===== config.mk =====
export PLATFORM = sky130hd
export DESIGN_NAME = usbsr_ctrl
export DESIGN_NICKNAME = d
export VERILOG_FILES = /design/src/common/usbsr_pkg.sv /design/src/verilog/usbsr_timer.sv /design/src/verilog/usbsr_flag.sv /design/src/verilog/usbsr_ctrl.sv
export SDC_FILE = /design/constraint.sdc
export NUM_CORES = 1
export LEC_CHECK = 0
export BUFFER_PORTS_ARGS = -buffer_cell sky130_fd_sc_hd__buf_2
export CAP_MARGIN = 15
export CORE_MARGIN = 4
export CORE_UTILIZATION = 50
export DETAILED_ROUTE_END_ITERATION = 12
export PLACE_DENSITY = 0.75
export RECOVER_POWER = 50
export SETUP_SLACK_MARGIN = 0.02
export SLEW_MARGIN = 20
export SYNTH_ARGS = -nofsm -noshare
export SYNTH_HDL_FRONTEND = slang
export SYNTH_SLANG_ARGS = --single-unit

===== constraint.sdc =====
create_clock -name i_core_clk -period 1.8 [get_ports i_core_clk]
set_input_delay 0.27 -clock i_core_clk [delete_from_list [all_inputs] [get_ports i_core_clk]]
set_output_delay 0.27 -clock i_core_clk [all_outputs]
set_load 0.02 [all_outputs]

===== src/common/usbsr_pkg.sv =====
/*
  usbsr_pkg: register map, bit layout, reset values and timing counts for the
  usb suspend/resume and interrupt control block.
  assumes a 20 MHz core clock and an 8-bit register view on a 32-bit wishbone bus.
*/
package usbsr_pkg;

  // core clock
  localparam int CLK_HZ         = 20_000_000;
  localparam int CLK_PERIOD_PS  = 50_000;

  // register byte addresses
  localparam logic [7:0] ADDR_GLOBAL_CONTROL = 8'hbc;
  localparam logic [7:0] ADDR_GLOBAL_FLAG    = 8'hc0;
  localparam logic [7:0] ADDR_GLOBAL_ENABLE  = 8'hc4;
  localparam logic [7:0] ADDR_EP_FLAG        = 8'hc8;
  localparam logic [7:0] ADDR_EP_ENABLE      = 8'hcc;
  localparam logic [7:0] ADDR_PRIORITY       = 8'hd0;

  // global control register fields
  localparam int CTL_CONTROLLER_ON   = 7;
  localparam int CTL_CLOCK_GATE      = 6;
  localparam int CTL_WAKE_SEND       = 5;
  localparam int CTL_RESUME_BUSY     = 3;
  localparam int CTL_WAKE_ALLOW      = 2;
  localparam int CTL_CONFIGURED      = 1;
  localparam int CTL_ADDRESS_VALID   = 0;
  localparam logic [7:0] CTL_RESET   = 8'h00;

  // global flag and enable fields
  localparam int GF_WAKE             = 5;
  localparam int GF_END_OF_RESET     = 4;
  localparam int GF_FRAME_START      = 3;
  localparam int GF_SUSPEND          = 0;
  localparam logic [7:0] GF_MASK     = 8'h39;
  localparam logic [7:0] GEN_RESET   = 8'h10;

  // endpoint flag and enable fields
  localparam int EF_IN_SENT          = 0;
  localparam int EF_OUT_BANK0        = 1;
  localparam int EF_SETUP_RECEIVED   = 2;
  localparam int EF_STALL_SENT       = 3;
  localparam int EF_OUT_BANK1        = 6;
  localparam logic [7:0] EF_MASK     = 8'h4f;
  localparam logic [7:0] EEN_RESET   = 8'h00;

  // priority register fields
  localparam int PRI_LOW_BIT         = 0;
  localparam int PRI_HIGH_BIT        = 1;
  localparam logic [7:0] PRI_MASK    = 8'h03;

  // times as printed, and their cycle counts
  localparam int SUSPEND_IDLE_US     = 3000;
  localparam int REMOTE_MIN_US       = 5000;
  localparam int RESUME_DRIVE_US     = 10000;
  localparam int BUS_RESET_BITS      = 32;
  localparam int FS_BIT_PS           = 83_333;
  localparam int SUSPEND_CYC         = SUSPEND_IDLE_US * (CLK_HZ / 1_000_000) + 1;
  localparam int REMOTE_MIN_CYC      = REMOTE_MIN_US * (CLK_HZ / 1_000_000);
  localparam int RESUME_DRIVE_CYC    = RESUME_DRIVE_US * (CLK_HZ / 1_000_000);
  localparam int BUS_RESET_CYC       = (BUS_RESET_BITS * FS_BIT_PS + CLK_PERIOD_PS - 1) / CLK_PERIOD_PS;

endpackage : usbsr_pkg


===== src/verilog/usbsr_timer.sv =====
/*
  usbsr_timer: saturating cycle counter with a reached flag.
  assumes one clock and a synchronous active-high reset.
*/
`timescale 1ns/100ps
`default_nettype none

module usbsr_timer #(
  parameter int WIDTH = 18,
  parameter int LIMIT = 1
) (
  // clock and reset
  input  wire logic i_core_clk,
  input  wire logic i_rst,
  // control
  input  wire logic i_clear,
  input  wire logic i_run,
  // status
  output logic      o_done
);

  logic [WIDTH-1:0] count;

  // the limit must fit the counter and be at least one cycle
  if (LIMIT < 1 || LIMIT >= (2 ** WIDTH)) begin : g_bad_limit
    $error("usbsr_timer: limit does not fit the counter");
  end

  assign o_done = (count >= LIMIT[WIDTH-1:0]);

  // count while running, hold once the limit is reached
  always_ff @(posedge i_core_clk)
  begin
    if (i_rst || i_clear)
      count <= '0;
    else if (i_run && !o_done)
      count <= count + 1'b1;
  end

endmodule // usbsr_timer

`default_nettype wire


===== src/verilog/usbsr_flag.sv =====
/*
  usbsr_flag: one sticky event flag; a set in the same cycle as a clear wins.
  assumes one clock and a synchronous active-high reset.
*/
`timescale 1ns/100ps
`default_nettype none

module usbsr_flag (
  // clock and reset
  input  wire logic i_core_clk,
  input  wire logic i_rst,
  // events
  input  wire logic i_set,
  input  wire logic i_clr,
  // state
  output logic      o_flag
);

  // set has priority so an event on the clearing cycle is kept
  always_ff @(posedge i_core_clk)
  begin
    if (i_rst)
      o_flag <= 1'b0;
    else
      o_flag <= i_set | (o_flag & ~i_clr);
  end

endmodule // usbsr_flag

`default_nettype wire


===== src/verilog/usbsr_ctrl.sv =====
/*
  usbsr_ctrl: suspend detection, pad idle and resume handling, upstream resume
  sequencing, bus reset handling of the control bits, and the usb interrupt
  flag, enable and priority registers, reached over classic wishbone.
  assumes the line receiver reports idle (j) and se0 levels synchronous to the
  core clock, and the packet engine gives one-cycle event pulses.
*/
`timescale 1ns/100ps
`default_nettype none

module usbsr_ctrl
  import usbsr_pkg::*;
#(
  parameter int SUSPEND_CYC      = usbsr_pkg::SUSPEND_CYC,
  parameter int REMOTE_MIN_CYC   = usbsr_pkg::REMOTE_MIN_CYC,
  parameter int RESUME_DRIVE_CYC = usbsr_pkg::RESUME_DRIVE_CYC,
  parameter int TIMER_WIDTH      = 18
) (
  // clock and reset
  input  wire logic        i_core_clk,
  input  wire logic        i_rst,
  // wishbone slave
  input  wire logic        i_wb_cyc,
  input  wire logic        i_wb_stb,
  input  wire logic        i_wb_we,
  input  wire logic [7:0]  i_wb_adr,
  input  wire logic [3:0]  i_wb_sel,
  input  wire logic [31:0] i_wb_dat,
  output logic [31:0]      o_wb_dat,
  output logic             o_wb_ack,
  // bus line state and pll
  input  wire logic        i_bus_idle,
  input  wire logic        i_bus_se0,
  input  wire logic        i_pll_on,
  // packet engine events for the selected endpoint
  input  wire logic        i_sof_rx,
  input  wire logic        i_in_acked,
  input  wire logic        i_out_bank0,
  input  wire logic        i_out_bank1,
  input  wire logic        i_setup_rx,
  input  wire logic        i_stall_sent,
  input  wire logic        i_ep_pingpong,
  input  wire logic        i_ep_iso,
  // transceiver and clock control
  output logic             o_xcvr_on,
  output logic             o_usb_clk_en,
  output logic             o_ctrl_rst,
  output logic             o_pad_idle,
  output logic             o_resume_drive,
  output logic             o_configured,
  output logic             o_address_valid,
  // interrupt request
  output logic             o_irq,
  output logic [1:0]       o_irq_prio
);

  import usbsr_pkg::*;

  // register state
  logic       controller_on;
  logic       clock_gate_bit;
  logic       remote_wake_send;
  logic       remote_wake_allow;
  logic       configured_bit;
  logic       address_valid;
  logic       upstream_resume_busy;
  logic [7:0] global_flag_enable_reg;
  logic [7:0] ep_enable;
  logic [7:0] prio;
  logic [7:0] global_flag_reg;
  logic [7:0] ep_flag;
  // link state
  logic       suspended;
  logic       suspend_done_q;
  logic       reset_seen;
  logic       pad_idle;
  logic       resume_drive;
  // timer outputs
  logic       suspend_done;
  logic       remote_ready;
  logic       drive_done;
  logic       bus_reset_done;
  // decoded strobes and events
  logic       wb_req;
  logic       wr_ctl;
  logic       wr_gflag;
  logic       wr_ep;
  logic       clocks_run;
  logic       suspend_evt;
  logic       wake_evt;
  logic       bus_reset;
  logic       eor_evt;
  logic       flags_rst;
  logic [7:0] next_wdat;
  logic [7:0] g_set;
  logic [7:0] g_clr;
  logic [7:0] e_set;
  logic [7:0] e_clr;

  // elaboration checks on the counters
  if (TIMER_WIDTH < 8 || TIMER_WIDTH > 30) begin : g_bad_width
    $error("usbsr_ctrl: timer width out of range");
  end

  // wishbone decode; byte lane 0 carries the 8-bit registers
  assign wb_req    = i_wb_cyc & i_wb_stb & ~o_wb_ack;
  assign next_wdat = i_wb_dat[7:0];
  assign wr_ctl    = wb_req & i_wb_we & i_wb_sel[0] & (i_wb_adr == ADDR_GLOBAL_CONTROL);
  assign wr_gflag  = wb_req & i_wb_we & i_wb_sel[0] & (i_wb_adr == ADDR_GLOBAL_FLAG);
  assign wr_ep     = wb_req & i_wb_we & i_wb_sel[0] & (i_wb_adr == ADDR_EP_FLAG);

  // clock availability and controller reset
  assign clocks_run   = controller_on & ~clock_gate_bit & i_pll_on;
  assign flags_rst    = i_rst | ~controller_on;
  assign o_xcvr_on    = controller_on;
  assign o_usb_clk_en = controller_on & ~clock_gate_bit;
  assign o_ctrl_rst   = ~controller_on;

  // idle-bus timer for suspend detection, only with clocks running
  usbsr_timer #(
    .WIDTH (TIMER_WIDTH),
    .LIMIT (SUSPEND_CYC)
  ) u_suspend_timer (
    .i_core_clk (i_core_clk),
    .i_rst      (flags_rst),
    .i_clear    (~i_bus_idle | ~clocks_run),
    .i_run      (clocks_run),
    .o_done     (suspend_done)
  );

  // time spent suspended, gating remote wake
  usbsr_timer #(
    .WIDTH (TIMER_WIDTH),
    .LIMIT (REMOTE_MIN_CYC)
  ) u_remote_timer (
    .i_core_clk (i_core_clk),
    .i_rst      (flags_rst),
    .i_clear    (~suspended),
    .i_run      (1'b1),
    .o_done     (remote_ready)
  );

  // length of the driven resume signalling
  usbsr_timer #(
    .WIDTH (TIMER_WIDTH),
    .LIMIT (RESUME_DRIVE_CYC)
  ) u_drive_timer (
    .i_core_clk (i_core_clk),
    .i_rst      (flags_rst),
    .i_clear    (~resume_drive),
    .i_run      (1'b1),
    .o_done     (drive_done)
  );

  // se0 length for bus reset
  usbsr_timer #(
    .WIDTH (TIMER_WIDTH),
    .LIMIT (BUS_RESET_CYC)
  ) u_reset_timer (
    .i_core_clk (i_core_clk),
    .i_rst      (flags_rst),
    .i_clear    (~i_bus_se0),
    .i_run      (1'b1),
    .o_done     (bus_reset_done)
  );

  // events derived from bus state
  assign suspend_evt = suspend_done & ~suspend_done_q;
  assign wake_evt    = suspended & ~i_bus_idle & ~resume_drive;
  assign bus_reset   = bus_reset_done;
  assign eor_evt     = reset_seen & ~i_bus_se0;

  // edge memory for the suspend timer and bus reset tracking
  always_ff @(posedge i_core_clk)
  begin
    if (flags_rst)
    begin
      suspend_done_q <= 1'b0;
      reset_seen     <= 1'b0;
    end
    else
    begin
      suspend_done_q <= suspend_done;
      reset_seen     <= bus_reset | (reset_seen & i_bus_se0);
    end
  end

  // suspended state; runs on the core clock so it survives usb clock gating
  always_ff @(posedge i_core_clk)
  begin
    if (flags_rst)
      suspended <= 1'b0;
    else if (suspend_evt)
      suspended <= 1'b1;
    else if (wake_evt || (resume_drive && drive_done))
      suspended <= 1'b0;
  end

  // pad idle: entered when firmware clears the suspend flag, left on wake
  always_ff @(posedge i_core_clk)
  begin
    if (flags_rst)
      pad_idle <= 1'b0;
    else if (wake_evt || resume_drive)
      pad_idle <= 1'b0;
    else if (wr_gflag && !next_wdat[GF_SUSPEND] && global_flag_reg[GF_SUSPEND] && suspended)
      pad_idle <= 1'b1;
  end
  assign o_pad_idle = pad_idle;

  // upstream resume busy and drive sequencing
  always_ff @(posedge i_core_clk)
  begin
    if (flags_rst)
    begin
      upstream_resume_busy <= 1'b0;
      resume_drive         <= 1'b0;
    end
    else
    begin
      if (resume_drive && drive_done)
      begin
        resume_drive         <= 1'b0;
        upstream_resume_busy <= 1'b0;
      end
      else if (upstream_resume_busy && !resume_drive && remote_wake_allow
               && clocks_run && remote_ready && suspended)
        resume_drive <= 1'b1;
      else if (remote_wake_send && remote_wake_allow && !resume_drive && suspended)
        upstream_resume_busy <= 1'b1;
    end
  end
  assign o_resume_drive = resume_drive;

  // global control register; bus reset clears configured and address valid
  always_ff @(posedge i_core_clk)
  begin
    if (i_rst)
    begin
      controller_on     <= CTL_RESET[CTL_CONTROLLER_ON];
      clock_gate_bit    <= CTL_RESET[CTL_CLOCK_GATE];
      remote_wake_send  <= CTL_RESET[CTL_WAKE_SEND];
      remote_wake_allow <= CTL_RESET[CTL_WAKE_ALLOW];
      configured_bit    <= CTL_RESET[CTL_CONFIGURED];
      address_valid     <= CTL_RESET[CTL_ADDRESS_VALID];
    end
    else
    begin
      if (wr_ctl)
      begin
        controller_on     <= next_wdat[CTL_CONTROLLER_ON];
        clock_gate_bit    <= next_wdat[CTL_CLOCK_GATE];
        remote_wake_send  <= next_wdat[CTL_WAKE_SEND];
        remote_wake_allow <= next_wdat[CTL_WAKE_ALLOW];
        configured_bit    <= next_wdat[CTL_CONFIGURED];
        address_valid     <= next_wdat[CTL_ADDRESS_VALID];
      end
      if (bus_reset || !controller_on)
      begin
        configured_bit <= 1'b0;
        address_valid  <= 1'b0;
      end
    end
  end
  assign o_configured    = configured_bit;
  assign o_address_valid = address_valid;

  // enable and priority registers
  always_ff @(posedge i_core_clk)
  begin
    if (i_rst)
    begin
      global_flag_enable_reg <= GEN_RESET;
      ep_enable              <= EEN_RESET;
      prio                   <= 8'h00;
    end
    else if (wb_req && i_wb_we && i_wb_sel[0])
    begin
      if (i_wb_adr == ADDR_GLOBAL_ENABLE)
        global_flag_enable_reg <= next_wdat & GF_MASK;
      if (i_wb_adr == ADDR_EP_ENABLE)
        ep_enable <= next_wdat & EF_MASK;
      if (i_wb_adr == ADDR_PRIORITY)
        prio <= next_wdat & PRI_MASK;
    end
  end

  // set and clear terms; writing 0 to a flag bit clears it
  always_comb
  begin
    g_set = 8'h00;
    g_set[GF_SUSPEND]      = suspend_evt;
    g_set[GF_WAKE]         = wake_evt;
    g_set[GF_FRAME_START]  = i_sof_rx;
    g_set[GF_END_OF_RESET] = eor_evt;
    g_clr = wr_gflag ? ~next_wdat : 8'h00;
    e_set = 8'h00;
    e_set[EF_IN_SENT]        = i_in_acked;
    e_set[EF_OUT_BANK0]      = i_out_bank0;
    e_set[EF_SETUP_RECEIVED] = i_setup_rx;
    e_set[EF_STALL_SENT]     = i_stall_sent & ~i_ep_iso & ~i_setup_rx;
    e_set[EF_OUT_BANK1]      = i_out_bank1 & i_ep_pingpong;
    e_clr = wr_ep ? ~next_wdat : 8'h00;
    e_clr[EF_STALL_SENT] = e_clr[EF_STALL_SENT] | i_setup_rx;
  end

  // sticky flags, one per implemented bit
  for (genvar b = 0; b < 8; b++) begin : g_flags
    if (GF_MASK[b]) begin : g_glb
      usbsr_flag u_glb (
        .i_core_clk (i_core_clk),
        .i_rst      (flags_rst),
        .i_set      (g_set[b]),
        .i_clr      (g_clr[b]),
        .o_flag     (global_flag_reg[b])
      );
    end
    else begin : g_glb_rsvd
      assign global_flag_reg[b] = 1'b0;
    end
    if (EF_MASK[b]) begin : g_ep
      usbsr_flag u_ep (
        .i_core_clk (i_core_clk),
        .i_rst      (flags_rst),
        .i_set      (e_set[b]),
        .i_clr      (e_clr[b]),
        .o_flag     (ep_flag[b])
      );
    end
    else begin : g_ep_rsvd
      assign ep_flag[b] = 1'b0;
    end
  end

  // single interrupt request at the programmed priority
  assign o_irq      = |(global_flag_reg & global_flag_enable_reg) | |(ep_flag & ep_enable);
  assign o_irq_prio = {prio[PRI_HIGH_BIT], prio[PRI_LOW_BIT]};

  // wishbone answer: ack one cycle after the request, registered read data
  always_ff @(posedge i_core_clk)
  begin
    if (i_rst)
    begin
      o_wb_ack <= 1'b0;
      o_wb_dat <= 32'h0000_0000;
    end
    else
    begin
      o_wb_ack <= wb_req;
      if (wb_req && !i_wb_we)
      begin
        unique case (i_wb_adr)
          ADDR_GLOBAL_CONTROL: o_wb_dat <= {24'h000000, controller_on, clock_gate_bit, remote_wake_send, 1'b0,
                                            upstream_resume_busy, remote_wake_allow, configured_bit, address_valid};
          ADDR_GLOBAL_FLAG:    o_wb_dat <= {24'h000000, global_flag_reg};
          ADDR_GLOBAL_ENABLE:  o_wb_dat <= {24'h000000, global_flag_enable_reg};
          ADDR_EP_FLAG:        o_wb_dat <= {24'h000000, ep_flag};
          ADDR_EP_ENABLE:      o_wb_dat <= {24'h000000, ep_enable};
          ADDR_PRIORITY:       o_wb_dat <= {24'h000000, prio};
          default:             o_wb_dat <= 32'h0000_0000;
        endcase
      end
    end
  end

endmodule // usbsr_ctrl

`default_nettype wire


==> impl_metrics.yaml, run 1 <==
setup_path:
  max_stage_delay_ns: 0.38
  worstPathCellList: "buf_4 -> nand4bb_1 -> a211oi_1 -> a21o_4 -> clkbuf_1 -> nand2_1 -> o22ai_1"
  worstPathRequired_ns: 2.24
  crit_buf_inv: 2
  critical-path-top-delay-family: "compound AO/OA/AOI/OAI gates"
  critPathArrivalTime_ns: 2.31
  crit_type: "reg2reg"
  crit_path_start_kind: "register"
  path_max_fanout: 6
  endpoint_kind: "register"
  cp_slowest_cell: "a211oi_1"
floorplan:
  ios: 103
  fp.dieW_um: 111.8
  fp.dieH_um: 111.8
  rows: 37
  coreArea_um2: 10420
  die_area_um2: 12510
  initial_utilization_pct: 51.75
clock_network:
  cts_max_path_buffers: 2
  cts_sinks: 113
  cts-htree-levels: 4
  clkLatencyLatePin_ns: 0.52
  cts_tree: "yes"
  clk_pin_slew_ns: 0.06
  clockRootBuffer: "clkbuf_8"
  numCtsBuffers: 17
final_layout:
  area_delta_synth_final_pct: 31.31
  diodes: 0
  fillers: 787
  layout_common_cells: "100 x dfxtp_1, 81 x nor2_1, 58 x buf_4"
  drive_gt1_share_pct: 25.66
  mostFrequentLayoutCell: "dfxtp_1"
  nets: 816
yosys:
  ys_seq_elements: 113
  syn-cell-area_um2: 5390
  ys.flop_type: "dfxtp_1"
  synth.avg_cell_area_um2: 8.624
  async_flop_share_pct: 0
  seq_area_frac_synth_pct: 41.97
  synth_edf_count: 0
  ys_warn_count: 0
  synthCells: 625
  ys_types: 64
power:
  p_clk_share_pct: 59.0
  p_seq_share_pct: 38.1
  p_sw_share_pct: 19.55
  combPwrFrac_pct: 2.9
  powerDensity_nw_per_um2: 926.4
  switching_power_w: 0.001282
  worst_ir_drop_vdd_v: 0.0006762
  p_int_w: 0.005275
  total_power_w: 0.006557
  p_leak_nw: 2.614
timing:
  max_slew.worst_pin.slew_ns: 0.5476
  slew_viol_final: 0
  relSlewSlack_pct: 63.49
  fin_crit_ns: 1.873
  worst_hold_slack_ns: 0.03590
  rsz0062_at_grt: "true"
  fmax_ghz: 0.5339
  hold_viol_final: 0
  setup_tns_ns: -0.2628
  setup_viol: 5
  skew_ns: 0.01058
  final.period_utilization_pct: 104.1
  fin_ws_ns: -0.07319
outcome:
  violations: "negative setup slack"
  status: "complete, but fails checks"
detailed_routing:
  vias_per_cell: 5.636
  drc: 0
  drtAntennaViolNets: 0
  post_drt_wl_per_cell_um: 15.81
  drtIter0Drc: 231
  dr_total_vias: 5050
  totalWireLength_um: 14170
  drt_pass1_iterations: 5
global_routing:
  grt_pass1_vias: 5031
  grt_overflow: 0
  gr-usage-all-layers_pct: 22.10
  antenna_found_initial: 0
  grt_first_pass_wirelength_um: 22890
  grt_max_degree: 25
placed_design:
  gp_congestion: 0.9029
  io_buffers: 51
  hpwlAfterDp_um: 9354
run:
  maxCapViolCount: 0
worst_hold_path:
  holdCritPathClass: "in2reg"
==> power groups by stage <==
stage / combinational, W / clock [W] / sequential, W
finish: 0.000188 / 0.00387 / 0.00250
global route: 0.000202 / 0.00402 / 0.00250
CTS: 0.000187 / 0.00391 / 0.00250
detailed placement: 0.000172 / 0 / 0.00256
global placement: 0.000169 / 0 / 0.00256
floorplan: 0.000135 / 0 / 0.00256
==> cells in the mapped netlist (12+ instances only) <==
cell	instances	area, µm²
a211oi_1	14	105.1
a21oi_1	41	205.2
and3_1	16	100.1
buf_4	24	180.2
clkbuf_1	16	60.06
dfxtp_1	113	2262
inv_1	18	67.56
mux2i_1	22	220.2
nand2_1	50	187.7
nand3_1	24	120.1
nor2_1	81	304.0
o21ai_0	19	95.09
or3_1	12	75.07
xnor2_1	28	245.2
==> layer usage <==
metal	wire length [µm]	share of wire (%)	global-route usage, %
met3	698	4.9	5.054
met5	0	0	0
met2	7155	51	37.29
met4	425	3.0	12.98
met1	5888	42	25.55
==> metrics by stage <==
step	util, %	worst slack, ns	cell area, µm²	instances
after floorplan	-	0.01945	5495	648
after global placement	58.65	-0.006645	6110	849
after detailed placement	58.65	-0.03511	6110	849
after CTS	66.94	-0.07639	6973	892
after global routing	67.95	-0.1136	7078	896
final	67.95	-0.07319	7078	896
==> layout make-up <==
type                            instances  area (µm²)  share of cell area [%]
Multi-Input combinational cell        467        3015                   42.60
Sequential cell                       113        2288                   32.33
Timing Repair Buffer                  130       850.8                   12.02
Clock buffer                           23       486.7                   6.876
Clock inverter                          9       198.9                   2.811
Tap cell                              136       170.2                   2.404
Inverter                               18       67.56                  0.9546
==> what timing repair did <==
| item | in CTS | in global routing |
|---|---|---|
| pin swaps | 4 | 13 |
| endpoints found under the setup margin | 14 | 45 |
| hold buffers | 8 | 0 |
| endpoints found under the hold margin | 5 | 0 |
| buffers inserted | 3 | 4 |
| gates resized for setup | 22 | 43 |
==> tightest hold or removal path: stages <==
cell,delay [ns]
buf_2,0.10
mux2i_1,0.07
nor2_1,0.08
==> final timing paths <==
check | from | end | slack, ns | cells after the start
worst max-delay path | u_suspend_timer.count[9] | suspended | -0.07 | 7
worst min-delay path | i_wb_dat[6] | clock_gate_bit | 0.04 | 3
worst max register to register | u_suspend_timer.count[9] | suspended | -0.07 | 7
worst min register to register | reset_seen | reset_seen | 0.46 | 2
==> cell families (layout without fill, tap and decap cells) <==
kind of cell               count (synthesis)  in the layout  share of synthesized area [%]
AOI/OAI and AO/OA                        120            120                          14.55
other                                      1             24                        0.06957
xor gates and xnor gates                  29             29                          4.712
and+or+nand+nor                          261            261                          24.98
muxes                                     24             24                          4.921
buffers and inverters                     68            180                          6.708
DFF                                      113            113                          41.97
adders and majority gates                  9              9                          2.089
Power figures use the tool's default switching activity.
==> run 2: changes to the inputs <==
CELL_PAD_IN_SITES_DETAIL_PLACEMENT = 0   (was not set)
CELL_PAD_IN_SITES_GLOBAL_PLACEMENT = 1   (was not set)
CORE_UTILIZATION = 37   (was 50)
PLACE_DENSITY = 0.74   (was 0.75)
==> impl_metrics.yaml, run 2 (synthesized netlist as in run 1, its figures left out) <==
outcome:
  status: "complete, no violations"
timing:
  slew_viol_final: 0
  skew_ns: 0.007423
  relSlewSlack_pct: 64.94
  setup_tns_ns: 0
  fmax_ghz: 0.5638
  rsz0062_at_grt: "true"
  final.period_utilization_pct: 98.54
  max_slew.worst_pin.slew_ns: 0.5259
  hold_viol_final: 0
  fin_crit_ns: 1.774
  setup_viol: 0
power:
  worst_ir_drop_vdd_v: 0.0006968
  p_sw_share_pct: 20.79
  switching_power_w: 0.001257
  powerDensity_nw_per_um2: 859.1
  p_leak_nw: 2.567
  total_power_w: 0.006047
  p_seq_share_pct: 41.4
  combPwrFrac_pct: 2.9
  p_clk_share_pct: 55.7
  p_int_w: 0.004790
setup_path:
  critical-path-top-delay-family: "compound AO/OA/AOI/OAI gates"
  r2r_setup_slack_ns: 0.03
  worstPathCellList: "a22o_1 -> a221oi_2 -> nand3_1 -> buf_6"
  cp_slowest_cell: "dfxtp_2"
  crit_buf_inv: 1
  r2r_cells: 7
  rr_startpoint: "u_suspend_timer.count[1]"
  crit_start: "ep_enable[6]"
  endpoint_kind: "primary output"
  r2r-end: "u_suspend_timer.count[8]"
  max_stage_delay_ns: 0.32
  crit_type: "reg2out"
  path_max_fanout: 3
  critPathArrivalTime_ns: 1.50
  crit_path_start_kind: "register"
  worstPathRequired_ns: 1.53
global_routing:
  grt_overflow: 0
  grt_first_pass_wirelength_um: 21710
  antenna_found_initial: 0
  grt_pass1_vias: 4724
  gr-usage-all-layers_pct: 16.23
  grt_max_degree: 25
detailed_routing:
  dr_total_vias: 4838
  drt_pass1_iterations: 4
  drtAntennaViolNets: 0
  drtIter0Drc: 287
  vias_per_cell: 5.191
  drc: 0
  totalWireLength_um: 13370
  post_drt_wl_per_cell_um: 14.35
final_layout:
  layout.cells.non_filler: 932
  drive_gt1_share_pct: 26.73
  area_delta_synth_final_pct: 30.59
  layout_common_cells: "101 x dfxtp_1, 80 x nor2_1, 66 x buf_4"
  fillers: 1338
  mostFrequentLayoutCell: "dfxtp_1"
  diodes: 0
  nets: 809
clock_network:
  cts_tree: "yes"
  cts_max_path_buffers: 2
  clockRootBuffer: "clkbuf_16"
  cts-htree-levels: 4
  hold_buffers: 0
  clkLatencyLatePin_ns: 0.42
  numCtsBuffers: 17
  cts_sinks: 113
  clk_pin_slew_ns: 0.05
placed_design:
  hpwlAfterDp_um: 9575
  io_buffers: 51
  gp_congestion: 0.8543
  placed_cells: 894
floorplan:
  fp.dieH_um: 128.7
  ios: 103
  rows: 43
  initial_utilization_pct: 38.24
  fp.dieW_um: 128.7
  die_area_um2: 16560
  coreArea_um2: 14100
worst_hold_path:
  hold_path_end: "g_flags[3].g_ep.u_ep.o_flag"
  min_path_cells: 2
  holdCritPathClass: "in2reg"
  holdCritStartpoint: "i_setup_rx"
run:
  maxCapViolCount: 0
-- run 2: cell count changes in the layout (fill, tap and decap cells not counted), moves of 4 or more --
| cell | before | now |
|---|---|---|
| clkbuf_1 | 22 | 18 |
| dlygate4sd3_1 | 8 | 0 |
| buf_4 | 58 | 66 |
| nor3_1 | 9 | 5 |
| nor3_2 | 1 | 5 |
| clkbuf_8 | 6 | 2 |
-- run 2: how the worst max path moves through the flow --
stage,endpoint,slack [ns],cells after the start
floorplan,u_suspend_timer.count[2],0.02,7
global placement,u_drive_timer.count[3],-0.06,6
detailed placement,u_suspend_timer.count[4],-0.08,6
CTS,suspended,-0.10,6
global route,u_suspend_timer.count[8],-0.04,7
finish,o_irq,0.03,4
-- run 2: repair_timing --
action,4_1_cts,5_1_grt
setup buffers,1,4
cloned,1,1
resized for setup,8,54
pin swaps,3,13
endpoints found under the setup margin,27,56
endpoints found under the hold margin,0,0
-- run 2: power by group through the flow --
stage                     sequential [W]  combinational, W  clock [W]
final                            0.00250          0.000174    0.00337
after global routing             0.00250          0.000191    0.00355
after CTS                        0.00251          0.000171    0.00344
after detailed placement         0.00256          0.000169          0
after global placement           0.00256          0.000167          0
after floorplan                  0.00256          0.000135          0
-- run 2: metrics by stage --
stage	util [%]	worst slack (ns)	hold WS, ns	cell area (µm²)
floorplan	-	0.01945	0.3485	5495
global placement	43.79	-0.06421	0.4425	6172
detailed placement	43.79	-0.08272	0.4527	6172
CTS	48.37	-0.1043	0.02919	6818
global route	49.94	-0.04228	0.04934	7039
finish	49.94	0.02623	0.04530	7039
-- run 2: cell type report --
cell class,count,area [µm²],area share (%)
Timing Repair Buffer,122,789.5,11.22
Clock inverter,10,135.1,1.920
Sequential cell,113,2282,32.42
Clock buffer,21,460.4,6.541
Tap cell,180,225.2,3.199
Inverter,18,67.56,0.9598
Multi-Input combinational cell,468,3079,43.74
-- run 2: routing by layer --
metal  GRT usage, %  up-vias  share of wire [%]
li1               -     2419                  -
met2          26.71       88                 49
met1          19.99     2315                 46
met3          5.023       16                4.2
met5              0        -                  0
met4          5.991        0                1.3
==> run 3: changes to the inputs <==
GPL_TIMING_DRIVEN = 0   (was not set)
==> impl_metrics.yaml, run 3 (synthesized netlist as in run 1, its figures left out) <==
final_layout:
  layout.cells.non_filler: 922
  fillers: 1335
  seq_area_um2: 2308
  multiInputGateArea_um2: 3118
  diodes: 0
  drive_gt1_share_pct: 26.42
  nets: 802
  mostFrequentLayoutCell: "dfxtp_1"
  layout_common_cells: "92 x dfxtp_1, 80 x nor2_1, 46 x nand2_1"
  area_delta_synth_final_pct: 30.11
power:
  p_leak_nw: 2.572
  p_clk_share_pct: 55.9
  p_int_w: 0.004922
  p_sw_share_pct: 19.82
  total_power_w: 0.006139
  combPwrFrac_pct: 3.4
  switching_power_w: 0.001217
  worst_ir_drop_vdd_v: 0.0006786
  powerDensity_nw_per_um2: 875.3
  p_seq_share_pct: 40.7
floorplan:
  rows: 43
  ios: 103
  fp.dieH_um: 128.7
  initial_utilization_pct: 38.24
  die_area_um2: 16560
  fp.dieW_um: 128.7
  coreArea_um2: 14100
worst_hold_path:
  holdCritPathClass: "in2reg"
  holdCritStartpoint: "i_setup_rx"
  min_path_cells: 2
  hold_path_end: "g_flags[3].g_ep.u_ep.o_flag"
clock_network:
  clk_pin_slew_ns: 0.05
  cts_max_path_buffers: 2
  clkLatencyLatePin_ns: 0.41
  numCtsBuffers: 17
  cts-htree-levels: 4
  clockRootBuffer: "clkbuf_16"
  cts_tree: "yes"
  cts_sinks: 113
timing:
  fin_crit_ns: 1.807
  max_slew.worst_pin.slew_ns: 0.6048
  hold_viol_final: 0
  worst_hold_slack_ns: 0.04530
  relSlewSlack_pct: 59.68
  slew_viol_final: 0
  setup_viol: 1
  fmax_ghz: 0.5534
  skew_ns: 0.01448
  rsz0062_at_grt: "true"
  fin_ws_ns: -0.007043
  final.period_utilization_pct: 100.4
detailed_routing:
  vias_per_cell: 5.097
  drtIter0Drc: 317
  dr_total_vias: 4699
  drc: 0
  post_drt_wl_per_cell_um: 14.45
  totalWireLength_um: 13320
  drt_pass1_iterations: 4
  drtAntennaViolNets: 0
global_routing:
  antenna_found_initial: 0
  gr-usage-all-layers_pct: 16.05
  grt_overflow: 0
  grt_first_pass_wirelength_um: 21410
  grt_pass1_vias: 4540
  grt_max_degree: 17
setup_path:
  r2r_cells: 7
  critPathArrivalTime_ns: 2.14
  r2r_setup_slack_ns: -0.007
  crit_type: "reg2reg"
  rr_startpoint: "u_suspend_timer.count[1]"
  endpoint_kind: "register"
  worstPathRequired_ns: 2.14
  r2r-end: "u_suspend_timer.count[4]"
  crit_path_start_kind: "register"
  path_max_fanout: 3
placed_design:
  hpwlAfterDp_um: 9230
  placed_cells: 877
  io_buffers: 49
  gp_congestion: 0.8508
outcome:
  violations: "negative setup slack"
  status: "complete, but fails checks"
run:
  maxCapViolCount: 0
==> run 3: final cells by class <==
| type | count | area share, % |
|---|---|---|
| flip-flops and latches | 113 | 32.92 |
| plain buffers | 49 | 4.407 |
| inverters | 18 | 0.9991 |
| multi-input cells | 467 | 44.46 |
| repair buffers | 67 | 5.513 |
| clock buffers | 21 | 6.566 |
| clock inverters | 7 | 1.927 |
| well taps | 180 | 3.211 |
==> run 3: what timing repair did <==
item	in CTS	in global routing
setup endpoints to repair	55	62
pin swaps	9	18
buffers inserted	9	9
hold buffers	0	0
resized for setup	37	70
==> run 3: worst max path at each step <==
stage / startpoint / to / depth (start not counted)
floorplan: u_suspend_timer.count[1] / u_suspend_timer.count[2] / 7
global placement: i_rst / u_suspend_timer.count[10] / 6
detailed placement: i_rst / u_suspend_timer.count[10] / 6
CTS: o_xcvr_on / u_suspend_timer.count[10] / 5
global route: u_suspend_timer.count[0] / u_suspend_timer.count[10] / 8
finish: u_suspend_timer.count[1] / u_suspend_timer.count[4] / 7
==> run 3: per-layer routing <==
layer,share of wire [%],GRT usage (%),vias up
met5,0,0,-
met4,1.1,6.053,0
met3,4.7,5.064,10
met2,48,25.30,95
met1,46,20.59,2180
li1,-,-,2414
==> run 3: worst max-delay path, stage by stage, from the launching register on <==
cell	delay, ns
dfxtp_2	0.35
inv_2	0.06
ha_4	0.14
nand4b_1	0.19
a21o_1	0.23
buf_6	0.13
or4_4	0.47
a21oi_2	0.15
==> run 3: metrics by stage <==
stage / cell area [µm²] / utilization (%) / worst slack [ns] / setup TNS (ns)
after detailed placement: 5966 / 42.32 / -0.4893 / -10.25
final: 7013 / 49.75 / -0.007043 / -0.007043
after CTS: 6765 / 47.99 / 0.01160 / 0
after global routing: 7013 / 49.75 / -0.05073 / -0.4079
after floorplan: 5495 / - / 0.01945 / 0
after global placement: 5966 / 42.32 / -0.4726 / -9.433
==> run 3: power by group through the flow <==
stage	clock network (W)	logic (W)	registers [W]
3_5_place_dp	0	0.000202	0.00256
4_1_cts	0.00351	0.000205	0.00250
3_3_place_gp	0	0.000201	0.00256
5_1_grt	0.00361	0.000229	0.00249
2_1_floorplan	0	0.000135	0.00256
6_report	0.00343	0.000209	0.00250
